===== src/core/mbc_pkg.sv =====
`default_nettype none
package mbc_pkg;
    // ========================================
    // three-level select codes (two bits per pin)
    localparam logic [1:0] LVL_LOW = 2'h0;
    localparam logic [1:0] LVL_MID = 2'h1;
    localparam logic [1:0] LVL_HIGH = 2'h2;
    localparam logic [1:0] LVL_OPEN = 2'h3;

    // ========================================
    // sizes
    localparam int NUM_BANKS = 4;
    localparam int LANES_PER_BANK = 4;
    localparam int PERIOD_W = 10;
    localparam int SKEW_W = 5;

    // ========================================
    // skew-step factor per range select, index LOW, MID, HIGH
    localparam logic [6:0] N_SLOW [3] = '{7'h40, 7'h20, 7'h10};
    localparam logic [6:0] N_FAST [3] = '{7'h20, 7'h10, 7'h08};

    // ========================================
    // divide ratio, index = high digit * 3 + low digit
    localparam logic [3:0] DIV_TABLE [9] =
        '{4'h1, 4'h2, 4'h3, 4'h4, 4'h5, 4'h6, 4'h8, 4'hA, 4'hC};

    // ========================================
    // skew in steps, two's complement, same index
    localparam logic [4:0] SKEW_B12 [9] =
        '{5'h1C, 5'h1D, 5'h1E, 5'h1F, 5'h00, 5'h01, 5'h02, 5'h03, 5'h04};
    localparam logic [4:0] SKEW_B34 [9] =
        '{5'h18, 5'h19, 5'h1A, 5'h00, 5'h00, 5'h00, 5'h06, 5'h07, 5'h08};
    localparam int IDX_FOLLOW_FIRST = 3;
    localparam int IDX_FOLLOW_SECOND = 5;
    localparam logic [4:0] SKEW_LOOP [3] = '{5'h1C, 5'h00, 5'h04};

    // ========================================
    // phase detector states
    typedef enum logic [1:0] {
        DET_SEEK = 2'h1,
        DET_LOCK = 2'h2
    } mbc_det_t;
endpackage
`default_nettype wire

===== src/core/mbc_bank.sv =====
`default_nettype none
// one divided, skewed clock lane; every bank counts on the same step enable
module mbc_bank #(
    parameter int PW = 10
) (
    // clock and reset
    input wire logic clock,
    input wire logic reset,
    // step control
    input wire logic adv,
    input wire logic [PW-1:0] period,
    input wire logic [4:0] skew,
    input wire logic off,
    // lane
    output logic lane
);
    // the sign-extended skew needs at least five bits
    if (PW < 5)
    begin : g_bad_width
        $error("period width too small");
    end

    typedef struct packed {
        logic [PW-1:0] cnt;
        logic lane;
    } mbc_bank_t;

    mbc_bank_t st_r;
    mbc_bank_t st_nxt;
    logic [PW+1:0] pos;
    logic [PW+1:0] per_x;

    always_comb
    begin
        st_nxt = st_r;
        per_x = {2'h0, period};
        // a positive skew delays the lane; period is at least 8, so one
        // added period keeps the position non-negative
        pos = {2'h0, st_r.cnt} + per_x - {{(PW-3){skew[4]}}, skew};
        if (pos >= per_x)
            pos = pos - per_x;
        if (pos >= per_x)
            pos = pos - per_x;
        if (adv)
        begin
            if (st_r.cnt >= period - 1'b1)
                st_nxt.cnt = '0;
            else
                st_nxt.cnt = st_r.cnt + 1'b1;
        end
        // base rate when divide is one
        st_nxt.lane = ~off && (pos < {3'h0, period[PW-1:1]});
    end

    always_ff @(posedge clock)
    begin
        if (reset)
            st_r <= '0;
        else
            st_r <= st_nxt;
    end

    assign lane = st_r.lane;
endmodule
`default_nettype wire


===== src/core/mbc_matrix.sv =====
// Operation
// - four output banks, four lanes, two phase and two divide selects, off
// - loop-return bank: two lanes, two divide selects, one phase select, off
// - divide selects decode to 1,2,3,4,5,6,8,10,12 for every bank
// - banks one and two skew -4..+4 steps from two phase selects
// - banks three, four skew -8,-7,-6,0,6,7,8; ML/MH follow banks 1/2
// - loop bank skew -4, 0, +4 for LOW, MID, HIGH
// - skew step is base period divided by factor N
// - N is 64/32/16 slow variant, 32/16/8 fast variant
// - divide-by-one lanes run at the base output frequency
// - loop aligns returned clock rising edge to reference rising edge
// - nonzero loop-return skew shifts all other outputs by its negative
// - on reference switch no output period gets shorter than nominal
// - detector compares reference and returned clock, steers step timing by holding a step
// - three-level pins read LOW, MID or HIGH; open reads MID
// - input pair choice LOW picks primary, HIGH picks secondary
`default_nettype none
module mbc_matrix #(
    parameter bit FAST_VARIANT = 1'b0
) (
    // clock and reset; one clock cycle is one skew step
    input wire logic clock,
    input wire logic reset,
    // reference inputs, sampled levels
    input wire logic primary_input_pair,
    input wire logic secondary_input_pair,
    input wire logic input_pair_choice,
    input wire logic loop_return_clock,
    // strap selects, two bits per three-level pin
    input wire logic [1:0] freq_range_select,
    input wire logic [15:0] bank_phase_select,
    input wire logic [15:0] bank_divide_select,
    input wire logic [3:0] bank_off,
    input wire logic [1:0] loop_bank_phase_select,
    input wire logic [3:0] loop_bank_divide_select,
    input wire logic loop_bank_off,
    // clock lanes and status
    output logic [15:0] bank_lanes,
    output logic [1:0] loop_bank_outputs,
    output logic lock
);
    localparam int PW = mbc_pkg::PERIOD_W;

    // the longest period, 12 * 64 steps, needs ten bits
    if (PW < 10)
    begin : g_bad_width
        $error("period width too small for the longest divide");
    end

    // ========================================
    // three-level decode
    // two bits per pin: 0 low, 1 mid, 2 high, 3 open
    // open pin reads as mid
    function automatic logic [1:0] lvl(input logic [1:0] code);
        lvl = (code == mbc_pkg::LVL_OPEN) ? mbc_pkg::LVL_MID : code;
    endfunction

    function automatic logic [3:0] idx9(input logic [1:0] hi,
                                        input logic [1:0] lo);
        logic [3:0] h;
        h = {2'h0, lvl(hi)};
        idx9 = (h << 1) + h + {2'h0, lvl(lo)};
    endfunction

    // ========================================
    // step factor
    logic [1:0] fr;
    logic [6:0] n_fac;
    always_comb
    begin
        fr = lvl(freq_range_select);
        if (FAST_VARIANT)
            n_fac = mbc_pkg::N_FAST[fr];
        else
            n_fac = mbc_pkg::N_SLOW[fr];
    end

    // ========================================
    // per-bank decode
    logic [4:0] skew [5];
    logic [PW-1:0] period [5];
    logic [3:0] pidx [4];
    logic [3:0] didx [5];
    logic [4:0] raw_skew [4];
    logic [4:0] lane_out;

    always_comb
    begin
        for (int b = 0; b < 4; b++)
        begin
            pidx[b] = idx9(bank_phase_select[4*b+3 -: 2],
                           bank_phase_select[4*b+1 -: 2]);
            didx[b] = idx9(bank_divide_select[4*b+3 -: 2],
                           bank_divide_select[4*b+1 -: 2]);
            raw_skew[b] = mbc_pkg::SKEW_B12[pidx[b]];
        end
        didx[4] = idx9(loop_bank_divide_select[3:2],
                       loop_bank_divide_select[1:0]);
        skew[0] = raw_skew[0];
        skew[1] = raw_skew[1];
        for (int b = 2; b < 4; b++)
        begin
            if (pidx[b] == 4'(mbc_pkg::IDX_FOLLOW_FIRST))
                skew[b] = raw_skew[0];
            else if (pidx[b] == 4'(mbc_pkg::IDX_FOLLOW_SECOND))
                skew[b] = raw_skew[1];
            else
                skew[b] = mbc_pkg::SKEW_B34[pidx[b]];
        end
        // loop bank, only three codes exist, open is mid
        skew[4] = mbc_pkg::SKEW_LOOP[lvl(loop_bank_phase_select)];
        for (int b = 0; b < 5; b++)
        begin
            // ratio, period = ratio * N steps
            // both factors are widened first so 12 * 64 is not cut short
            period[b] = PW'(mbc_pkg::DIV_TABLE[didx[b]]) * PW'(n_fac);
        end
    end

    // ========================================
    // phase detector state
    typedef struct packed {
        logic ref_d;
        logic ret_d;
        logic stall;
        mbc_pkg::mbc_det_t det;
    } mbc_top_t;

    mbc_top_t st_r;
    mbc_top_t st_nxt;
    logic ref_now;
    logic ref_rise;
    logic ret_rise;

    always_comb
    begin
        st_nxt = st_r;
        // both pairs share one edge detector, so a switch reads as a stray edge
        // reference pair choice
        ref_now = input_pair_choice ? secondary_input_pair
                                    : primary_input_pair;
        ref_rise = ref_now & ~st_r.ref_d;
        ret_rise = loop_return_clock & ~st_r.ret_d;
        st_nxt.ref_d = ref_now;
        st_nxt.ret_d = loop_return_clock;
        st_nxt.stall = 1'b0;
        // compare edges and steer step timing
        if (ref_rise)
        begin
            case (st_r.det)
                mbc_pkg::DET_SEEK,
                mbc_pkg::DET_LOCK:
                begin
                    // align returned edge; skew shift follows
                    // only ever hold a step, never skip one
                    // a hold only stretches a lane period, so a reference
                    // switch can never shorten one below nominal
                    if (ret_rise)
                        st_nxt.det = mbc_pkg::DET_LOCK;
                    else
                    begin
                        st_nxt.det = mbc_pkg::DET_SEEK;
                        st_nxt.stall = 1'b1;
                    end
                end
                default:
                    st_nxt.det = mbc_pkg::DET_SEEK;
            endcase
        end
    end

    always_ff @(posedge clock)
    begin
        if (reset)
        begin
            st_r.ref_d <= 1'b0;
            st_r.ret_d <= 1'b0;
            st_r.stall <= 1'b0;
            st_r.det <= mbc_pkg::DET_SEEK;
        end
        else
            st_r <= st_nxt;
    end

    // ========================================
    // banks: four output banks, loop-return bank
    // ratio and skew changes take effect at once; a counter above a new,
    // shorter period wraps on its next step
    logic [4:0] off_v;
    assign off_v = {loop_bank_off, bank_off};

    genvar g;
    generate
        for (g = 0; g < 5; g++)
        begin : g_bank
            mbc_bank #(
                .PW(PW)
            ) u_bank (
                .clock(clock),
                .reset(reset),
                .adv(~st_r.stall),
                .period(period[g]),
                .skew(skew[g]),
                .off(off_v[g]),
                .lane(lane_out[g])
            );
        end
        for (g = 0; g < 4; g++)
        begin : g_lanes
            assign bank_lanes[4*g+3 -: 4] = {4{lane_out[g]}};
        end
    endgenerate

    assign loop_bank_outputs = {2{lane_out[4]}};
    // lock drops on the first reference edge without a returned edge
    assign lock = (st_r.det == mbc_pkg::DET_LOCK);
endmodule
`default_nettype wire


===== config.mk =====
export PLATFORM = sky130hd
export DESIGN_NAME = mbc_matrix
export DESIGN_NICKNAME = d
export VERILOG_FILES = /design/src/core/mbc_pkg.sv /design/src/core/mbc_bank.sv /design/src/core/mbc_matrix.sv
export SDC_FILE = /design/constraint.sdc
export NUM_CORES = 1
export LEC_CHECK = 0
export BUFFER_PORTS_ARGS = -buffer_cell sky130_fd_sc_hd__buf_2
export CAP_MARGIN = 25
export CORE_MARGIN = 1.5
export CORE_UTILIZATION = 45
export DETAILED_ROUTE_END_ITERATION = 8
export GPL_ROUTABILITY_DRIVEN = 0
export GPL_TIMING_DRIVEN = 0
export PLACE_DENSITY = 0.72
export REMOVE_ABC_BUFFERS = 1
export SYNTH_ARGS = -nofsm -noshare
export SYNTH_HDL_FRONTEND = slang
export SYNTH_SLANG_ARGS = --single-unit

===== constraint.sdc =====
create_clock -name clock -period 20.9 [get_ports clock]
set_input_delay 4.18 -clock clock [delete_from_list [all_inputs] [get_ports clock]]
set_output_delay 4.18 -clock clock [all_outputs]
set_load 0.1 [all_outputs]

=== Word-level counts from Yosys, hierarchy flattened ===
Memories as Yosys holds them, arrays and structs flattened.
Cells that the tools add are included.

* Register bits after elaboration: 60
* Memory bits (read-only): 640
* Input bits: 51
* Output and inout bits: 19
* Logic and storage cells: 229
* Memories: 9

* Add/subtract/negate cells: 48
* Multiply operators: 5
* $lt $le $gt $ge: 31
* Equality and inequality tests: 26
* Mux-type cells: 67
* Bitwise logic cells: 22
* Reductions and logical operators: 7

{| class="wikitable"
|+ Memory list
! memory !! words !! bits a word !! rd ports !! clocked after Yosys merged registers in !! write ports !! line !! RTL
|-
| (name not given) || 16 || 5 || 1 || 0 || 0 || mbc_matrix.sv:108 || <nowiki>skew[b] = mbc_pkg::SKEW_B34[pidx[b]];</nowiki>
|-
| (name not given) || 16 || 5 || 1 || 0 || 0 || mbc_matrix.sv:108 ||
|-
| (name not given) || 16 || 5 || 1 || 0 || 0 || mbc_matrix.sv:95 || <nowiki>raw_skew[b] = mbc_pkg::SKEW_B12[pidx[b]];</nowiki>
|-
| (name not given) || 16 || 5 || 1 || 0 || 0 || mbc_matrix.sv:95 ||
|-
| (name not given) || 16 || 4 || 1 || 0 || 0 || mbc_matrix.sv:116 || <nowiki>period[b] = PW'(mbc_pkg::DIV_TABLE[didx[b]]) * PW'(n_fac);</nowiki>
|-
| (name not given) || 16 || 4 || 1 || 0 || 0 || mbc_matrix.sv:116 ||
|-
| 3 more memories || - || - || - || - || - || - ||
|}

{| class="wikitable"
|+ Operators with widths
! kind !! number
|-
| $ge A12 B10 Y1 || 10
|-
| $mux W12 || 10
|-
| $sub A12 B10 Y12 || 10
|-
| $mux W5 || 14
|-
| $lt A12 B9 Y1 || 5
|-
| $sub A12 B12 Y12 || 5
|-
| $add A10 B10 Y11 || 5
|-
| $add A10 B1 Y10 const B || 5
|-
| $ge A10 B10 Y1 || 5
|-
| $mul A4 B7 Y10 || 5
|-
| $mux W10 || 5
|-
| $sub A10 B1 Y10 const B || 5
|-
| $ge A5 B5 Y1 const B || 9
|-
| $not A4 Y5 || 9
|-
| $mux W2 || 22
|-
| $eq A2 B2 Y1 const B || 21
|-
| $mux W4 || 10
|-
| $add A3 B2 Y4 || 9
|-
| $add A4 B2 Y4 || 9
|-
| $bmux W7 S2 || 1
|-
| $mux W7 || 2
|-
| $bmux W5 S2 || 1
|-
| $not A1 Y1 || 9
|-
| $eq A4 B2 Y1 const B || 2
|-
| 9 further kinds || 18
|}

=== Logic depth before layout (Yosys ltp) ===
Gate-level depths: netlist of run 1.

* Depth after elaboration: 17
* Depth in mapped cells: 45
* Gate-level depth less buffers: 45

=== Hierarchy ===
Synthesis of run 1 repeated with hierarchy kept, for this count alone.

* Cells, all modules: 2350
* Area, all modules: 18408.9 µm²

{| class="wikitable"
|+ By module, submodules not included
! module !! times used !! cells each !! area an instance (µm²) !! seq. area each (µm²)
|-
| mbc_bank at g_bank[3].u_bank ... || 2 || 394 || 3095.5 || 220.2
|-
| mbc_bank at g_bank[0].u_bank || 1 || 394 || 3160.5 || 220.2
|-
| mbc_matrix || 1 || 409 || 3118.0 || 100.1
|-
| mbc_bank at g_bank[1].u_bank || 1 || 384 || 2997.9 || 220.2
|-
| mbc_bank at g_bank[2].u_bank || 1 || 375 || 2941.6 || 220.2
|}

=== Worst setup path before layout of run 1 ===
OpenSTA, ideal clock, no wires.

* Path kind: input -> register
* Start point: input port bank_divide_select[14]
* End point: register g_bank[3].u_bank.st_r (netlist bit g_bank[3].u_bank.lane)
* Library setup time: 0.086 ns
* Arrival time: 13.892 ns
* Data required time: 20.814 ns
* Path slack: 6.922 ns
* Stages: 38
* Buffers on the path: 1
* Cell sequence: or2_2 -> ha_1 -> ha_1 -> fa_1 -> mux2i_1 -> or2_2 -> nor2_1 -> fa_1 -> ha_1 -> fa_1 -> ha_1 -> xnor2_1 -> ha_1 -> and4_1 -> o311a_1 -> o31ai_1 -> nor2b_1 -> xnor2_1 -> [... 2 more ...] -> a2111oi_4 -> nand2_1 -> or2_1 -> buf_2 -> mux2_2 -> ha_1 -> o211ai_1 -> a21boi_0 -> o21a_1 -> o21ai_0 -> nor2b_1 -> nor3b_1 -> mux2_2 -> ha_1 -> o311ai_0 -> a21oi_1 -> a211o_1 -> a211oi_1

* Cells in the longest elaborated chain, start to end: 17
* Elaborated cells between the ends (all ways): 19
* Classes of those cells: add/sub (6); mul (1); order compare (3); eq/ne (1); mux (5); bitwise (1); reduce/logical (1); memory (1)

{| class="wikitable"
|+ Ends and longest elaborated chain
! what !! line !! RTL
|-
| from (decl) || mbc_matrix.sv:32 || <nowiki>input wire logic [15:0] bank_divide_select,</nowiki>
|-
| $eq A2 B2 Y1 || mbc_matrix.sv:55 || <nowiki>lvl = (code == mbc_pkg::LVL_OPEN) ? mbc_pkg::LVL_MID : code;</nowiki>
|-
| $mux W2 (*) || mbc_matrix.sv:55 ||
|-
| $add A3 B2 Y4 (*) || mbc_matrix.sv:62 || <nowiki>idx9 = (h << 1) + h + {2'h0, lvl(lo)};</nowiki>
|-
| $add A4 B2 Y4 (*) || mbc_matrix.sv:62 ||
|-
| $not A4 Y5 (not written as such) (*) || mbc_matrix.sv:116 ||
|-
| $mem_v2 Z16 W4 (*) || - ||
|-
| $mux W4 (not written as such) (*) (2 in series) || mbc_matrix.sv:116 ||
|-
| $mul A4 B7 Y10 (*) || mbc_matrix.sv:116 ||
|-
| $add A10 B10 Y11 || mbc_bank.sv:39 || <nowiki>pos = {2'h0, st_r.cnt} + per_x - {{(PW-3){skew[4]}}, skew};</nowiki>
|-
| $sub A12 B12 Y12 || mbc_bank.sv:39 ||
|-
| $sub A12 B10 Y12 or $ge A12 B10 Y1 (tied branches) || mbc_bank.sv:41, mbc_bank.sv:40 ||
|-
| $mux W12 || mbc_bank.sv:40 || <nowiki>if (pos >= per_x)</nowiki>
|-
| $sub A12 B10 Y12 or $ge A12 B10 Y1 (tied branches) || mbc_bank.sv:43, mbc_bank.sv:42 ||
|-
| $mux W12 || mbc_bank.sv:42 || <nowiki>if (pos >= per_x)</nowiki>
|-
| $lt A12 B9 Y1 (*) || mbc_bank.sv:52 || <nowiki>st_nxt.lane = ~off && (pos < {3'h0, period[PW-1:1]});</nowiki>
|-
| $logic_and A1 B1 Y1 (*) || mbc_bank.sv:52 ||
|-
| to (signal assigned) || mbc_bank.sv:60 || <nowiki>st_r <= st_nxt;</nowiki>
|-
| to (decl) || mbc_bank.sv:28 || <nowiki>mbc_bank_t st_r;</nowiki>
|}

Every way passes the cells marked *; elsewhere a longest branch is shown, timed or not. The select of a mux whose other input is x is not followed.
A chain may end at the register's enable or synchronous reset.

=== Worst setup path after layout of run 1 ===
* Start point: input port freq_range_select[0]
* End point: register g_bank[3].u_bank.st_r (netlist bit g_bank[3].u_bank.lane)

* Cells in the longest elaborated chain, start to end: 15
* Elaborated cells between the ends (all ways): 17
* Classes of those cells: add/sub (4); mul (1); order compare (3); eq/ne (1); mux (6); bitwise (1); reduce/logical (1)

{| class="wikitable"
|+ Ends and longest elaborated chain
! what !! line !! RTL
|-
| from (decl) || mbc_matrix.sv:30 || <nowiki>input wire logic [1:0] freq_range_select,</nowiki>
|-
| $eq A2 B2 Y1 || mbc_matrix.sv:55 ||
|-
| $mux W2 (*) || mbc_matrix.sv:55 ||
|-
| $not A2 Y3 (not written as such) (*) || mbc_matrix.sv:75 || <nowiki>n_fac = mbc_pkg::N_SLOW[fr];</nowiki>
|-
| $bmux W7 S2 (*) || mbc_matrix.sv:75 ||
|-
| $mux W7 (not written as such) (*) (2 in series) || mbc_matrix.sv:75 ||
|-
| $mul A4 B7 Y10 (*) || mbc_matrix.sv:116 ||
|-
| $add A10 B10 Y11 || mbc_bank.sv:39 ||
|-
| $sub A12 B12 Y12 || mbc_bank.sv:39 ||
|-
| $sub A12 B10 Y12 or $ge A12 B10 Y1 (tied branches) || mbc_bank.sv:41, mbc_bank.sv:40 ||
|-
| $mux W12 || mbc_bank.sv:40 ||
|-
| $sub A12 B10 Y12 or $ge A12 B10 Y1 (tied branches) || mbc_bank.sv:43, mbc_bank.sv:42 ||
|-
| $mux W12 || mbc_bank.sv:42 ||
|-
| $lt A12 B9 Y1 (*) || mbc_bank.sv:52 ||
|-
| $logic_and A1 B1 Y1 (*) || mbc_bank.sv:52 ||
|}

Marks and branches as above.

==> results of run 1 <==
[cell families (layout without fill, tap and decap cells)]
family	Yosys count	in the layout	share of synthesized area [%]
buffers and inverters	167	196	5.363
multiplexers	53	53	4.525
other	0	2	0
flip-flops	60	60	9.145
XOR/XNOR	166	166	11.07
adder cells (fa/ha/maj)	321	321	32.16
AND/OR/NAND/NOR	510	510	18.49
AO/OA/AOI/OAI	374	374	19.25
[worst max-delay path, delay by kind of cell]
kind / cells / cell delay [ns]
and+or+nand+nor: 9 / 3.55
adders and majority gates: 8 / 2.97
xor gates and xnor gates: 2 / 0.39
buffers and inverters: 2 / 0.80
muxes: 2 / 0.75
AOI/OAI and AO/OA: 11 / 2.62
[area by class of cell]
cell class / instances / area, µm² / share of cell area [%]
flip-flops and latches: 60 / 1201 / 8.554
multi-input cells: 1424 / 11230 / 79.97
inverters: 110 / 412.9 / 2.940
clock buffers: 10 / 229.0 / 1.631
clock inverters: 6 / 111.4 / 0.7930
well taps: 384 / 480.5 / 3.422
diodes: 2 / 5.005 / 0.03564
repair buffers: 70 / 372.9 / 2.655
[worst paths after layout]
path | start | endpoint | slack (ns) | cells after the start
max | freq_range_select[0] | g_bank[3].u_bank.lane | 5.84 | 34
min | st_r[1] | st_r[1] | 0.48 | 2
max reg2reg | g_bank[3].u_bank.st_r[6] | g_bank[3].u_bank.lane | 12.37 | 29
min reg2reg | st_r[1] | st_r[1] | 0.48 | 2
[metal layers]
| metal | track usage, % | up-vias | part of all wire (%) | routed length (µm) |
|---|---|---|---|---|
| li1 | - | 5892 | - | - |
| met1 | 25.10 | 5148 | 48 | 13870 |
| met2 | 34.15 | 167 | 46 | 13400 |
| met3 | 2.171 | 40 | 3.3 | 953 |
| met4 | 5.747 | 0 | 2.1 | 616 |
| met5 | 0 | - | 0 | 0 |
[metrics by stage]
stage	area [µm²]	setup WS (ns)	util (%)	hold slack, ns
after floorplan	12840	6.960	-	0.4513
after global placement	13670	5.737	47.62	0.4717
after detailed placement	13670	5.515	47.62	0.4726
after CTS	14010	5.806	48.81	0.4803
after global routing	14040	5.061	48.92	0.5221
final	14040	5.841	48.92	0.4808
[flip-flops by register name (all words and copies together), names as in the netlist]
register	count
g_bank.u_bank.st_r	50
g_bank.u_bank.lane	5
st_r	5
[cell usage in the layout (no fill, tap or decap), drive strengths merged, types with 4 or more instances in the layout]
| cell type | n |
|---|---|
| a2111oi | 7 |
| a211o | 4 |
| a211oi | 10 |
| a21boi | 5 |
| a21o | 62 |
| a21oi | 109 |
| a31o | 5 |
| a31oi | 8 |
| a41o | 5 |
| and2 | 11 |
| and3 | 14 |
| buf | 70 |
| clkbuf | 10 |
| dfxtp | 60 |
| fa | 28 |
| ha | 292 |
| inv | 110 |
| mux2 | 42 |
| mux2i | 11 |
| nand2 | 92 |
| nand2b | 21 |
| nand3 | 46 |
| nand3b | 5 |
| nand4 | 5 |
| nor2 | 190 |
| nor2b | 42 |
| nor3 | 30 |
| nor3b | 5 |
| nor4 | 5 |
| o2111ai | 4 |
| o211ai | 9 |
| o21a | 31 |
| o21ai | 59 |
| o21bai | 21 |
| or2 | 23 |
| or3 | 12 |
| xnor2 | 110 |
| xor2 | 56 |
==> impl_metrics.py, run 1 <==
metrics = {
    "critical_path": {
        "cp_slowest_cell": "nand2_1",
        "cp_data_arrival_time_ns": 15.32,
        "crit_path_max_fanout": 21,
        "cp-start-kind": "input pin",
        "cpMostUsedCell": "ha_1",
        "cp.required_ns": 21.16,
        "critPathKind": "input pin to flop",
        "slowest_delay_ns": 0.89,
        "crit_path_end_kind": "flop",
    },
    "yosys": {
        "ys_types": 76,
        "synth_area_leader_cell": "ha_1",
        "synth_top_cells_by_count": "ha_1, nor2_1, xnor2_1",
        "synth_area_mm2": 0.01314,
        "syn_inst": 1651,
        "synth_top_area_share_pct": 27.81,
        "synth_seq_area_share_pct": 9.145,
        "async_flop_share_pct": 0,
        "synth_flop_cell": "dfxtp_1",
        "ys_ff_latch": 60,
        "synth.most_common_cell": "ha_1",
        "synth_area_leaders": "ha_1, dfxtp_1, xnor2_1, nor2_1, fa_1",
        "synth.avg_cell_area_um2": 7.956,
        "yosysWarningCount": 0,
        "synth_edf_count": 0,
    },
    "sta": {
        "maxSlewViolCount": 0,
        "hold_violations": 0,
        "worst_pin_slew_ns": 1.041,
        "fin_skew_ns": 0.008210,
        "rsz0062_at_grt": "no",
        "fin_crit_sh_pct": 72.05,
        "fin_crit_ns": 15.06,
        "max-slew-margin-rel_pct": 30.41,
        "tns_ns": 0,
        "finalSetupViolCount": 0,
        "fmax_ghz": 0.06641,
    },
    "layout": {
        "layoutNonFillerInstCount": 2066,
        "n_fill_cell": 2784,
        "area_growth_pct": 6.906,
        "layout-drive-gt1-share_pct": 9.583,
        "fin_nets": 2046,
    },
    "status": {
        "status": "finished, final reports clean",
    },
    "global_routing": {
        "grt_max_degree": 36,
        "grt-ovfl-total": 0,
        "first_global_vias": 11050,
        "grtUsageTotal_pct": 19.51,
        "antenna_found_initial": 3,
        "grt_pass1_wl_um": 49790,
    },
    "route": {
        "vias": 11250,
        "drt_iter0_markers": 557,
        "ant_nets": 0,
        "routedWlPerCell_um": 13.96,
        "post_drt_via_cell_ratio": 5.444,
        "wl_um": 28840,
        "drc_errors": 0,
        "firstDrtPassIters": 5,
    },
    "flow_run": {
        "drv_cap": 0,
    },
    "floorplan": {
        "die_w_um": 173.9,
        "die_h_um": 173.9,
        "io_pins": 70,
        "dieArea_mm2": 0.03022,
        "floorplan.initialDensity_pct": 45.76,
        "num_rows": 62,
        "core_area_mm2": 0.02870,
    },
    "place": {
        "dp_hpwl_um": 23700,
        "port_buffers": 69,
        "placed_cells": 2047,
    },
    "clock_tree": {
        "cts_made_buffers": 9,
        "cts-root-buf": "clkbuf_16",
        "post_cts_resized": 0,
        "holdBufCountCts": 0,
        "cts_buffer_depth": 2,
        "clkSlewWorstSetupHoldPaths_ns": 0.06,
        "htree_levels": 3,
        "clk_latency_ns": 0.34,
        "cts_sinks": 60,
        "post_cts.repair.setup_buffers": 0,
        "cts_tree": "built",
    },
    "worst_hold_path": {
        "hold_path.class": "flop to flop",
    },
}
Power of run 1 is not shown: default switching activity piles up to over one toggle a cycle in this logic, so the estimate is an artifact.
==> inputs of run 2 (changes only) <==
clock period = 14 ns   (was 20.9 ns; I/O delays follow)
==> run 2 against run 1 <==
Net effect:
- clock skew hardly changed
- wire length about the same
- utilization barely moved
- via count is essentially flat
- global-route usage stayed put
- critical path depth grew 4
- setup slack worse by 5.1 ns
- first-iteration DRC count increased by 3.1%
- critical path type unchanged
- largest cell class unchanged
- highest routed layer unchanged
==> impl_metrics.py, run 2 (synthesis gave the netlist of run 1 again) <==
metrics = {
    "sta": {
        "tns_ns": 0,
        "fin_skew_ns": 0.008230,
        "maxSlewViolCount": 0,
        "rsz0062_at_grt": "no",
        "max-slew-margin-rel_pct": 33.34,
        "finalSetupViolCount": 0,
        "worst_pin_slew_ns": 0.9999,
        "fin_crit_sh_pct": 94.58,
        "fmax_ghz": 0.07552,
        "fin_crit_ns": 13.24,
        "hold_violations": 0,
    },
    "worst_hold_path": {
        "holdPathEnd": "st_r[1]",
        "hold_depth": 2,
        "hp-start": "st_r[1]",
        "hold_path.class": "flop to flop",
    },
    "route": {
        "drt_iter0_markers": 574,
        "ant_nets": 0,
        "drc_errors": 0,
        "post_drt_via_cell_ratio": 5.447,
        "vias": 11250,
        "routedWlPerCell_um": 13.97,
        "firstDrtPassIters": 5,
        "wl_um": 28860,
    },
    "critical_path": {
        "worstReg2RegStart": "g_bank[3].u_bank.st_r[6]",
        "slowest_delay_ns": 0.63,
        "cp.required_ns": 14.26,
        "critPathKind": "input pin to flop",
        "crit_path_max_fanout": 6,
        "rr_endpoint": "g_bank[3].u_bank.lane",
        "cpMostUsedCell": "ha_1",
        "path_delay_family": "adder cells",
        "cp-start-kind": "input pin",
        "rrSetupSlack_ns": 5.86,
        "r2r_cells": 29,
        "critical_path_buf_inv_count": 1,
        "cp_data_arrival_time_ns": 13.50,
        "cp_slowest_cell": "fa_1",
        "crit_path_end_kind": "flop",
    },
    "place": {
        "placed_cells": 2047,
        "port_buffers": 69,
        "dp_hpwl_um": 23700,
    },
    "status": {
        "status": "finished, final reports clean",
    },
    "clock_tree": {
        "cts_tree": "built",
        "cts_sinks": 60,
        "clkSlewWorstSetupHoldPaths_ns": 0.06,
        "clk_latency_ns": 0.34,
        "cts_buffer_depth": 2,
        "holdBufCountCts": 0,
        "cts_made_buffers": 9,
        "htree_levels": 3,
        "cts-root-buf": "clkbuf_16",
    },
    "global_routing": {
        "first_global_vias": 11050,
        "grt_pass1_wl_um": 49790,
        "grt_max_degree": 36,
        "grtUsageMet1_pct": 25.10,
        "grt-ovfl-total": 0,
        "use_met2_pct": 34.15,
        "grt.busiest_layer": "met2",
        "antenna_found_initial": 3,
        "grtUsageMet3_pct": 2.171,
        "grtUsageTotal_pct": 19.51,
    },
    "layout": {
        "largest-register": "g_bank.u_bank.st_r",
        "largest_register_ffs": 50,
        "layoutNonFillerInstCount": 2066,
        "final_common_cell": "ha_1",
        "fin_nets": 2046,
        "layout-drive-gt1-share_pct": 9.702,
        "layout_common_cells": "ha_1, nor2_1, xnor2_1",
        "area_growth_pct": 7.011,
    },
    "floorplan": {
        "floorplan.initialDensity_pct": 45.76,
        "io_pins": 70,
        "num_rows": 62,
        "die_w_um": 173.9,
        "core_area_mm2": 0.02870,
        "dieArea_mm2": 0.03022,
        "die_h_um": 173.9,
    },
    "flow_run": {
        "drv_cap": 0,
    },
}
[run 2: changes by cell type in the layout (fill, tap and decap cells not counted)]
cell,change
nand2_2,+1
nor3b_4,+1
nand2_1,-1
nor3b_1,-1
[run 2: worst min-delay path, stage by stage (launching register included)]
cell and delay (ns):
dfxtp_1 0.31, o21ai_0 0.06, a21oi_1 0.06
[run 2: final cells by class]
cell class	instances	area (µm²)
clock buffers	10	229.0
well taps	384	480.5
inverters	110	412.9
clock inverters	6	111.4
repair buffers	70	372.9
diodes	2	5.005
multi-input cells	1424	11240
flip-flops and latches	60	1201
fillers	2783	14650
[run 2: routing by layer]
metal  vias to the layer above  wire length, µm
met4                         0              619
met5                         -                0
met1                      5163            13930
met3                        40              896
li1                       5890                -
met2                       160            13420
[run 2: worst max-delay path by stage]
stage | startpoint | to | slack [ns] | cells past startpoint
CTS | freq_range_select[0] | g_bank[3].u_bank.lane | 0.29 | 34
global route | bank_divide_select[6] | g_bank[1].u_bank.lane | 0.08 | 41
finish | bank_divide_select[14] | g_bank[3].u_bank.lane | 0.76 | 38
floorplan | bank_divide_select[14] | g_bank[3].u_bank.lane | 1.44 | 37
detailed placement | freq_range_select[0] | g_bank[3].u_bank.lane | -0.005 | 34
global placement | freq_range_select[0] | g_bank[3].u_bank.lane | 0.22 | 34
[run 2: through the flow]
step,utilization [%],area [µm²],worst slack (ns),hold WS (ns)
3_5_place_dp,47.62,13670,-0.005465,0.4726
6_report,48.97,14060,0.7591,0.4795
5_1_grt,48.97,14060,0.07739,0.5221
2_1_floorplan,-,12840,1.440,0.4513
3_3_place_gp,47.62,13670,0.2172,0.4717
4_1_cts,48.81,14010,0.2856,0.4803
[run 2: timing repair]
action / 4_1_cts / 5_1_grt
buffers inserted: 0 / 0
endpoints found under the setup margin: 0 / 2
resized for setup: 0 / 3
Power of run 2 is left out for the same reason.
==> inputs of run 3 (changes only) <==
BUFFER_PORTS_ARGS = -buffer_cell sky130_fd_sc_hd__buf_4   (was -buffer_cell sky130_fd_sc_hd__buf_2)
==> run 3 against run 2 <==
Net effect:
- final cell count unchanged
- wire length up 1.2%
- critical endpoint unchanged
- sequential cell count unchanged
- utilization up 0.65 points
- count of clock-buffer cells in the layout unchanged
- cell area up 1.3%
==> impl_metrics.py, run 3 (synthesis gave the netlist of run 1 again) <==
metrics = {
    "global_routing": {
        "first_global_vias": 11060,
        "antenna_found_initial": 1,
        "grt-ovfl-total": 0,
        "grt_pass1_wl_um": 49780,
        "grtUsageTotal_pct": 19.39,
        "grt_max_degree": 36,
    },
    "critical_path": {
        "slowest_delay_ns": 0.64,
        "cp-start-kind": "input pin",
        "cp.required_ns": 14.27,
        "r2r_cells": 29,
        "cp_slowest_cell": "fa_1",
        "critical_path_buf_inv_count": 1,
        "cpMostUsedCell": "ha_1",
        "cp_data_arrival_time_ns": 13.64,
        "crit_path_max_fanout": 6,
        "path_delay_family": "adder cells",
        "rr_endpoint": "g_bank[3].u_bank.lane",
        "rrSetupSlack_ns": 5.79,
        "crit_path_end_kind": "flop",
        "worstReg2RegStart": "g_bank[3].u_bank.st_r[6]",
        "critPathKind": "input pin to flop",
    },
    "worst_hold_path": {
        "hold_depth": 2,
        "hp-start": "st_r[1]",
        "hold_path.class": "flop to flop",
        "holdPathEnd": "st_r[1]",
    },
    "floorplan": {
        "core_area_mm2": 0.02870,
        "die_w_um": 173.9,
        "die_h_um": 173.9,
        "dieArea_mm2": 0.03022,
        "io_pins": 70,
        "floorplan.initialDensity_pct": 45.76,
        "num_rows": 62,
    },
    "clock_tree": {
        "clkSlewWorstSetupHoldPaths_ns": 0.06,
        "htree_levels": 3,
        "clk_latency_ns": 0.35,
        "cts_buffer_depth": 2,
        "holdBufCountCts": 0,
        "cts-root-buf": "clkbuf_16",
        "cts_made_buffers": 9,
        "cts_sinks": 60,
        "cts_tree": "built",
    },
    "layout": {
        "area_growth_pct": 8.430,
        "n_fill_cell": 2789,
        "layout_common_cells": "ha_1, nor2_1, xnor2_1",
        "final_common_cell": "ha_1",
        "fin_area_mm2": 0.01424,
        "layoutNonFillerInstCount": 2066,
        "fin_nets": 2047,
        "largest-register": "g_bank.u_bank.st_r",
        "layout-drive-gt1-share_pct": 9.756,
        "largest_register_ffs": 50,
        "fin_util_pct": 49.62,
    },
    "sta": {
        "max-slew-margin-rel_pct": 33.93,
        "fin_crit_sh_pct": 95.52,
        "worst_pin_slew_ns": 0.9900,
        "hold_violations": 0,
        "finalSetupViolCount": 0,
        "fmax_ghz": 0.07478,
        "tns_ns": 0,
        "fin_skew_ns": 0.01115,
        "rsz0062_at_grt": "no",
        "fin_crit_ns": 13.37,
        "maxSlewViolCount": 0,
    },
    "place": {
        "placed_cells": 2047,
        "place_area_mm2": 0.01384,
        "port_buffers": 69,
        "dp_hpwl_um": 23830,
    },
    "route": {
        "firstDrtPassIters": 5,
        "drt_iter0_markers": 530,
        "drc_errors": 0,
        "post_drt_via_cell_ratio": 5.513,
        "vias": 11390,
        "routedWlPerCell_um": 14.14,
        "wl_um": 29210,
        "ant_nets": 0,
    },
    "flow_run": {
        "drv_cap": 0,
    },
    "status": {
        "status": "finished, final reports clean",
    },
}
## run 3: layout make-up
type	count	area [µm²]	area share [%]
inverter	110	412.9	2.899
clock buffer	10	239.0	1.678
timing repair buffer	71	560.5	3.936
clock inverter	6	111.4	0.7819
multi-input combinational	1424	11230	78.88
sequential	60	1201	8.434
antenna	1	2.502	0.01757
tap	384	480.5	3.373
## run 3: how the worst max path moves through the flow
stage | from | end | slack, ns | cells after the start
2_1_floorplan | bank_divide_select[14] | g_bank[3].u_bank.lane | 1.44 | 37
3_3_place_gp | freq_range_select[0] | g_bank[3].u_bank.lane | 0.18 | 34
3_5_place_dp | freq_range_select[0] | g_bank[3].u_bank.lane | 0.08 | 34
4_1_cts | freq_range_select[0] | g_bank[3].u_bank.lane | 0.35 | 34
5_1_grt | bank_divide_select[14] | g_bank[3].u_bank.lane | 0.01 | 38
6_report | bank_divide_select[14] | g_bank[3].u_bank.lane | 0.63 | 38
## run 3: worst reg2reg max path, delay by kind of cell (launching register included)
family	cells	cell delay (ns)
AOI/OAI and AO/OA	13	3.03
xor gates and xnor gates	2	0.35
DFF	1	0.45
muxes	2	0.72
adders and majority gates	5	1.57
and+or+nand+nor	7	2.02
## run 3: timing repair
item                       CTS  global route
gates resized for setup      0             1
setup endpoints to repair    0             2
setup buffers                0             0
## run 3: metal layers
metal  part of all wire [%]  up-vias  track usage (%)  wire (µm)
li1                       -     5881                -          -
met1                     48     5313            24.65      13980
met2                     47      164            34.28      13800
met3                    2.9       31            2.193        849
met4                    2.0        0            5.747        583
met5                      0        -                0          0
## run 3: per-stage QoR
step                      setup WS (ns)  hold WS (ns)
final                            0.6271        0.4840
after global routing            0.01145        0.5261
after CTS                        0.3475        0.4843
after detailed placement        0.07794        0.4767
after global placement           0.1839        0.4637
after floorplan                   1.440        0.4513
Power of run 3 is left out for the same reason.
